[src/rtl/bss_pkg.sv]
/*
 * Shared constants and types for the boot-source selection block.
 * Assumes a single 200 MHz clock domain and a synchronous active-low reset.
 */
package bss_pkg;

    // Strap codes on the four boot-select inputs.
    localparam logic [3:0] BSS_STRAP_FUSE = 4'h0;
    localparam logic [3:0] BSS_STRAP_SERIAL = 4'h1;
    localparam logic [3:0] BSS_STRAP_EMMC = 4'h2;
    localparam logic [3:0] BSS_STRAP_SD = 4'h3;
    localparam logic [3:0] BSS_STRAP_NAND0 = 4'h4;
    localparam logic [3:0] BSS_STRAP_NAND1 = 4'h5;
    localparam logic [3:0] BSS_STRAP_QSPI_NOR = 4'h6;
    localparam logic [3:0] BSS_STRAP_QSPI_HYPER = 4'h7;

    // Timing of the internal boot program steps.
    localparam int BSS_CLK_MHZ = 200;
    localparam int BSS_ROM_TIME_NS = 100;
    localparam int BSS_ROM_CYC = (BSS_ROM_TIME_NS * BSS_CLK_MHZ + 999) / 1000;
    localparam int BSS_CFG_CYC = 4;
    localparam int BSS_CNT_W = 8;

    // Boot source codes driven out.
    typedef enum logic [2:0]
    {
        BSS_SRC_NONE,
        BSS_SRC_SERIAL,
        BSS_SRC_EMMC,
        BSS_SRC_SD,
        BSS_SRC_QSPI_NOR,
        BSS_SRC_QSPI_HYPER,
        BSS_SRC_INVALID
    } bss_src_e;

    typedef enum
    {
        BSS_ST_RESET,
        BSS_ST_ROM,
        BSS_ST_SELECT,
        BSS_ST_CONFIG,
        BSS_ST_HANDOFF,
        BSS_ST_ERROR
    } bss_st_e;

    // Status bundle presented to the boot path.
    typedef struct packed
    {
        logic rom_active;
        logic src_valid;
        bss_src_e src;
        logic cfg_apply;
        logic handoff;
        logic error;
    } bss_stat_s;

endpackage : bss_pkg

[src/rtl/bss_boot_select.sv]
/*
 * Boot-source selection: runs the internal boot program step, latches straps,
 * decodes fuses and straps into a boot source, applies configuration, hands off.
 * Assumes straps are static board levels and fuses are stable after reset.
 */
`timescale 1ns/1ps
// Summary of operation
// RULE1 - After power-on reset release, run internal boot program before touching external sources.
// RULE2 - Boot source is chosen from fuse contents combined with four strap bits.
// RULE3 - Strap 0000 takes the boot source wholly from the fuses.
// RULE4 - Strap 0001 enters serial download over USB into internal RAM.
// RULE5 - Strap 0010 boots eMMC on port A; 0011 boots SD on port B.
// RULE6 - Strap 0110 boots serial NOR on quad SPI with three-byte addresses.
// RULE7 - Strap 0111 boots HyperBus-type flash on quad SPI.
// RULE8 - NAND straps 010x are unsupported and flagged as an error.
// RULE9 - Device configuration data is applied before handing control to the image.
// RULE10 - Board must drive every strap; an undriven strap reads zero.
// RULE11 - Strap value is sampled once at reset release and then held; the code samples it at the end of the ROM step.
module bss_boot_select
    import bss_pkg::*;
#(
    parameter int ROM_CYC = BSS_ROM_CYC,
    parameter int CFG_CYC = BSS_CFG_CYC
)
(
    // Clock and reset.
    input wire logic i_ref_clk,
    input wire logic i_rst_b,
    // Board straps and fuses.
    input wire logic [3:0] i_boot_strap,
    input wire logic [3:0] i_fuse_boot_select,
    // Status outputs.
    output logic o_rom_active,
    output logic o_src_valid,
    output logic [2:0] o_boot_src,
    output logic o_cfg_apply,
    output logic o_handoff,
    output logic o_error
);
    typedef struct packed
    {
        bss_st_e st;
        logic [BSS_CNT_W-1:0] cnt;
        logic [3:0] strap;
        logic strap_taken;
        bss_stat_s stat;
    } bss_state_s;

    bss_state_s st_ff;
    bss_state_s nxt_st;
    logic [3:0] strap_lvl;

    // Straps arrive from board pins, so each bit is filtered.
    genvar gi;
    generate
        for (gi = 0; gi < 4; gi++)
        begin : g_sync
            bss_sync u_sync
            (
                .i_ref_clk(i_ref_clk),
                .i_rst_b(i_rst_b),
                .i_pin(i_boot_strap[gi]),
                .o_level(strap_lvl[gi])
            );
        end
    endgenerate

    // Map a four-bit boot code onto a source; fuses reuse the strap encoding.
    function automatic bss_src_e bss_decode(input logic [3:0] code);
        bss_src_e res;
        res = BSS_SRC_INVALID;
        case (code)
            BSS_STRAP_SERIAL: res = BSS_SRC_SERIAL; // [RULE4]
            BSS_STRAP_EMMC: res = BSS_SRC_EMMC; // [RULE5]
            BSS_STRAP_SD: res = BSS_SRC_SD; // [RULE5]
            BSS_STRAP_QSPI_NOR: res = BSS_SRC_QSPI_NOR; // [RULE6]
            BSS_STRAP_QSPI_HYPER: res = BSS_SRC_QSPI_HYPER; // [RULE7]
            default: res = BSS_SRC_INVALID; // [RULE8]
        endcase
        return res;
    endfunction : bss_decode

    // Sequencer; the synchroniser needs a few cycles, covered by the ROM step.
    always_comb
    begin
        nxt_st = st_ff;
        nxt_st.stat.cfg_apply = 1'b0;
        case (st_ff.st)
            BSS_ST_RESET:
            begin
                nxt_st.st = BSS_ST_ROM;
                nxt_st.cnt = '0;
                nxt_st.stat.rom_active = 1'b1; // [RULE1]
            end
            BSS_ST_ROM:
            begin
                nxt_st.cnt = st_ff.cnt + 1'b1;
                if (st_ff.cnt == BSS_CNT_W'(ROM_CYC - 1))
                begin
                    nxt_st.st = BSS_ST_SELECT;
                    nxt_st.strap = strap_lvl; // [RULE11] [RULE10]
                    nxt_st.strap_taken = 1'b1;
                end
            end
            BSS_ST_SELECT:
            begin
                nxt_st.stat.rom_active = 1'b0;
                // Zero straps defer to the fuses, else the straps rule.
                if (st_ff.strap == BSS_STRAP_FUSE)
                begin
                    nxt_st.stat.src = bss_decode(i_fuse_boot_select); // [RULE3] [RULE2]
                end
                else
                begin
                    nxt_st.stat.src = bss_decode(st_ff.strap); // [RULE2]
                end
                nxt_st.cnt = '0;
                nxt_st.st = BSS_ST_CONFIG;
            end
            BSS_ST_CONFIG:
            begin
                if (st_ff.stat.src == BSS_SRC_INVALID)
                begin
                    nxt_st.stat.error = 1'b1; // [RULE8]
                    nxt_st.st = BSS_ST_ERROR;
                end
                else
                begin
                    nxt_st.stat.src_valid = 1'b1;
                    nxt_st.stat.cfg_apply = 1'b1; // [RULE9]
                    nxt_st.cnt = st_ff.cnt + 1'b1;
                    if (st_ff.cnt == BSS_CNT_W'(CFG_CYC - 1))
                    begin
                        nxt_st.stat.cfg_apply = 1'b0;
                        nxt_st.stat.handoff = 1'b1; // [RULE9]
                        nxt_st.st = BSS_ST_HANDOFF;
                    end
                end
            end
            BSS_ST_HANDOFF:
            begin
                nxt_st.st = BSS_ST_HANDOFF;
            end
            BSS_ST_ERROR:
            begin
                nxt_st.st = BSS_ST_ERROR;
            end
            default:
            begin
                nxt_st.st = BSS_ST_RESET;
            end
        endcase
    end

    // Held strap never reloads until the next reset.
    always_ff @(posedge i_ref_clk)
    begin
        if (!i_rst_b)
        begin
            st_ff <= '0;
            st_ff.st <= BSS_ST_RESET;
            st_ff.stat.src <= BSS_SRC_NONE;
        end
        else
        begin
            st_ff <= nxt_st;
        end
    end

    assign o_rom_active = st_ff.stat.rom_active;
    assign o_src_valid = st_ff.stat.src_valid;
    assign o_boot_src = st_ff.stat.src;
    assign o_cfg_apply = st_ff.stat.cfg_apply;
    assign o_handoff = st_ff.stat.handoff;
    assign o_error = st_ff.stat.error;
endmodule : bss_boot_select

[src/rtl/bss_sync.sv]
/*
 * Three-stage synchroniser with agreement filter for one pin input.
 * Assumes the pin may change at any time relative to i_ref_clk.
 */
`timescale 1ns/1ps
module bss_sync
(
    // Clock and reset.
    input wire logic i_ref_clk,
    input wire logic i_rst_b,
    // Pin and filtered level.
    input wire logic i_pin,
    output logic o_level
);
    typedef struct packed
    {
        logic s1;
        logic s2;
        logic s3;
        logic lvl;
    } bss_sync_s;

    bss_sync_s st_ff;
    bss_sync_s nxt_st;

    // Only the second and third stages are compared; the first may be metastable.
    always_comb
    begin
        nxt_st = st_ff;
        nxt_st.s1 = i_pin;
        nxt_st.s2 = st_ff.s1;
        nxt_st.s3 = st_ff.s2;
        if (st_ff.s2 == st_ff.s3)
        begin
            nxt_st.lvl = st_ff.s3;
        end
    end

    // Resetting to zero matches the weak internal pull-down of a strap.
    always_ff @(posedge i_ref_clk)
    begin
        if (!i_rst_b)
        begin
            st_ff <= '0;
        end
        else
        begin
            st_ff <= nxt_st;
        end
    end

    assign o_level = st_ff.lvl;
endmodule : bss_sync

[config.mk]
export PLATFORM = sky130hd
export DESIGN_NAME = bss_boot_select
export DESIGN_NICKNAME = d
export VERILOG_FILES = /design/src/rtl/bss_pkg.sv /design/src/rtl/bss_boot_select.sv /design/src/rtl/bss_sync.sv
export SDC_FILE = /design/constraint.sdc
export NUM_CORES = 1
export LEC_CHECK = 0
export BUFFER_PORTS_ARGS = -buffer_cell sky130_fd_sc_hd__buf_2
export CAP_MARGIN = 20
export CORE_MARGIN = 2
export CORE_UTILIZATION = 51
export DETAILED_ROUTE_END_ITERATION = 16
export GPL_TIMING_DRIVEN = 0
export MAX_ROUTING_LAYER = met4
export PLACE_DENSITY = 0.84
export SLEW_MARGIN = 40
export SYNTH_ARGS = -nofsm -noshare
export SYNTH_HDL_FRONTEND = slang
export SYNTH_HIERARCHICAL = 1
export SYNTH_SLANG_ARGS = --single-unit
[constraint.sdc]
create_clock -name i_ref_clk -period 1.47 [get_ports i_ref_clk]
set_input_delay 0.294 -clock i_ref_clk [delete_from_list [all_inputs] [get_ports i_ref_clk]]
set_output_delay 0.294 -clock i_ref_clk [all_outputs]
set_load 0.03 [all_outputs]
==> summary.txt <==
STA
  – Final setup fails: 2
  – TNS Setup: -29.09 ps
  – RSZ-0062 raised after global routing: yes
  – Tmin final: 1485 ps
  – Max Slew Vio Count: 0
  – Relative slew slack: 67.76%
  – Final Hold Fails: 0
  – Final Worst Setup Slack: -15.06 ps
  – Fmax: 673.4 MHz
  – Final worst-path cycle share: 101.0%
  – Worst Max-Slew Pin Slew: 479.1 ps
  – Worst Clk Skew: 12.86 ps

Die
  – Core area: 3284 sq um
  – Row cnt: 21
  – Die width: 61.91 microns
  – DIE AREA: 3833 sq um
  – DIE HEIGHT: 61.91 microns
  – I/O pin cnt: 18
  – Initial Util: 52.08%

GRT
  – GRT Util Overall: 19.88%
  – Initial antenna violation count: 0
  – Global-route wire length before repair: 5.354 mm
  – Vias in the first global route: 1284
  – Largest net degree at the start of global routing: 18
  – Total congestion overflow: 0

Finish
  – Ratio of cells with drive above 1 in the final layout: 27.36%
  – Area Overhead vs Synth: 19.31%
  – Ant. Diodes: 0
  – # fillers: 270
  – Layout Nets: 222

Synth
  – Syn nets: 195
  – Synth Register Bits: 39
  – Cells after synthesis: 184
  – Cell Area, Synth: 1710 sq um
  – Top_reg_cell synth: dfxtp_1
  – YS warnings: 6
  – Post-synth EDFFs: 0
  – Distinct cells, synth: 40
  – Post-synthesis area per instance: 9.296 sq um
  – Fraction of registers with async set/reset: 0%
  – Post-synthesis sequential area ratio: 45.65%

Critical path
  – Startpoint types: flop
  – Slowest-stage cell, CP: or4_4
  – R2r startpoint: st_ff[20]$_SDFFE_PN0P_
  – Reg2reg setup slack: -20 ps
  – Crit end category: flop
  – Worst Setup EP: o_handoff$_SDFFE_PN0P_
  – Critical path type: reg -> reg
  – Worst Path Max Fanout: 4
  – Crit. Startpoint: st_ff[20]$_SDFFE_PN0P_
  – CP peak stage delay: 530 ps
  – Worst reg2reg endpoint: o_handoff$_SDFFE_PN0P_
  – Worst Path Required: 1780 ps
  – Worst R2R Path Depth: 4
  – CP Cell Sequence: or4_4, buf_4, nor4_2, o21a_1
  – Critical Path AT: 1790 ps

Clock network
  – CTS clk-pin slew, worst paths: 130 ps
  – Num CTS Buffers: 5
  – # clock sinks: 39
  – H-Tree Depth: 2
  – Buffer depth of the longest clock path: 2
  – Clock latency on the worst-skew pair: 360 ps
  – Root Buffer: clkbuf_4
  – CTS tree: done

Routing
  – DRC Markers: 0
  – Antenna-violating nets left: 0
  – Final wirelength: 3.214 mm
  – Routed vias/inst: 5.337
  – Initial DRC Count: 113
  – Initial DRT Pass Iterations: 4
  – WL/cell: 12.46 microns
  – Vias: 1377

Place
  – Routability Congestion: 0.8671
  – PortBufs: 17
  – Setup WS pre-CTS: -228.7 ps
  – Post-DP HPWL: 2.233 mm

Pwr
  – Power per standard cell area: 940.4 nW/um^2
  – Total power: 1.919 mW
  – Leak: 0.7505 nW
  – Switching Power: 0.4378 mW
  – VDD IR max: 605.1 uV
  – Logic gate share of total power: 4.9%
  – Switching share of power: 22.82%
  – Clock power frac: 38.3%
  – Reg power frac: 56.8%
  – Int Pwr: 1.481 mW

Hold path
  – Worst Hold Class: in -> reg

Job
  – Max_cap viols: 0

Status
  – Outcome: complete, but fails checks
  – Failing checks: negative setup slack
## worst min path at each step
| stage | startpoint | endpoint | slack (ps) | cells past startpoint |
|---|---|---|---|---|
| 2_1_floorplan | g_sync[0].u_sync/nxt_st[2]$_SDFF_PN0_ | g_sync[0].u_sync/nxt_st[1]$_SDFF_PN0_ | 410 | 1 |
| 3_3_place_gp | g_sync[1].u_sync/nxt_st[2]$_SDFF_PN0_ | g_sync[1].u_sync/nxt_st[1]$_SDFF_PN0_ | 410 | 1 |
| 3_5_place_dp | g_sync[1].u_sync/nxt_st[2]$_SDFF_PN0_ | g_sync[1].u_sync/nxt_st[1]$_SDFF_PN0_ | 410 | 1 |
| 4_1_cts | i_boot_strap[1] | g_sync[1].u_sync/nxt_st[2]$_SDFF_PN0_ | 110 | 2 |
| 5_1_grt | i_boot_strap[1] | g_sync[1].u_sync/nxt_st[2]$_SDFF_PN0_ | 100 | 2 |
| 6_report | i_boot_strap[1] | g_sync[1].u_sync/nxt_st[2]$_SDFF_PN0_ | 130 | 2 |
## power groups by stage
stage / registers [mW] / clock network, mW / logic, mW
after floorplan: 1.11 / 0 / 0.0519
after global placement: 1.11 / 0 / 0.0853
after detailed placement: 1.11 / 0 / 0.0879
after CTS: 1.09 / 0.755 / 0.0926
after global routing: 1.09 / 0.799 / 0.105
final: 1.09 / 0.736 / 0.0937
## through the flow
step / instance area (sq um) / cells / hold slack (ps) / utilization, %
finish: 2041 / 258 / 132.9 / 62.13
CTS: 2006 / 259 / 113.8 / 61.07
floorplan: 1712 / 184 / 405.7 / -
global route: 2041 / 258 / 100.6 / 62.13
global placement: 1854 / 247 / 409.7 / 56.46
detailed placement: 1854 / 247 / 414.5 / 56.46
## cells in the mapped netlist, types with 4 or more instances
library cell / count / share of area [%]
a21boi_1: 4 / 1.8
a31oi_1: 5 / 1.8
and2_1: 9 / 3.3
and2_2: 4 / 1.8
buf_4: 4 / 1.8
clkbuf_1: 7 / 1.5
dfxtp_1: 39 / 46
mux2i_1: 11 / 6.4
nand2_1: 20 / 4.4
nand2b_1: 10 / 3.7
nand3_1: 5 / 1.5
nand3b_1: 6 / 2.6
nand4_1: 5 / 1.8
nor2_1: 8 / 1.8
o21ai_0: 5 / 1.5
o21ai_1: 4 / 1.2
## cell type report
cell class / count / area [sq um] / share of cell area [%]
multi-input combinational: 131 / 925.9 / 45.37
sequential: 39 / 787.0 / 38.57
timing repair buffer: 21 / 118.9 / 5.825
tap: 46 / 57.56 / 2.820
buffer: 10 / 56.30 / 2.759
clock inverter: 3 / 46.29 / 2.269
clock buffer: 5 / 37.54 / 1.839
inverter: 3 / 11.26 / 0.5518
## cells in the final DEF, fill, tap and decap left out, drive strengths merged, types with 6 or more instances in the layout
cell type | netlist | final
buf | 4 | 26
o21ai | 9 | 9
dfxtp | 39 | 39
nor2 | 8 | 8
nand2 | 20 | 20
nand3b | 6 | 6
nand2b | 11 | 11
and2 | 13 | 13
mux2i | 11 | 11
clkbuf | 7 | 10
## per-layer routing
layer	vias up	GRT usage, %	share of wire, %
met1	635	22.52	44
met2	26	31.43	50
met4	0	10.64	2.1
li1	709	-	-
met5	-	-	0
met3	7	6.004	3.6
## registers in the layout, summed over array words and instances (netlist names), 3 cells and up
name and cells:
g_sync.u_sync/nxt_st 8, g_sync.u_sync/st_ff 4, o_boot_src 3, st_ff 15, g_sync.u_sync/o_level 4
## cell families after synthesis
logic type | synth area share, %
and+or+nand+nor | 29.63
DFF | 45.65
AOI/OAI and AO/OA | 13.09
buffers and inverters | 3.951
muxes | 6.438
xor gates and xnor gates | 0.5122
adders and majority gates | 0.7314
## worst max-delay path, delay by kind of cell (launching register included)
family / cells / cell delay (ps)
buffers and inverters: 1 / 170
AO/OA/AOI/OAI: 1 / 140
flip-flops: 1 / 350
AND/OR/NAND/NOR: 2 / 790
## timing repair
| action | in CTS | in global routing |
|---|---|---|
| pin swaps | 2 | 2 |
| hold buffers | 0 | 0 |
| endpoints found under the setup margin | 10 | 18 |
| setup buffers | 4 | 0 |
| gates resized for setup | 11 | 14 |
Power figures use the tool's default switching activity.
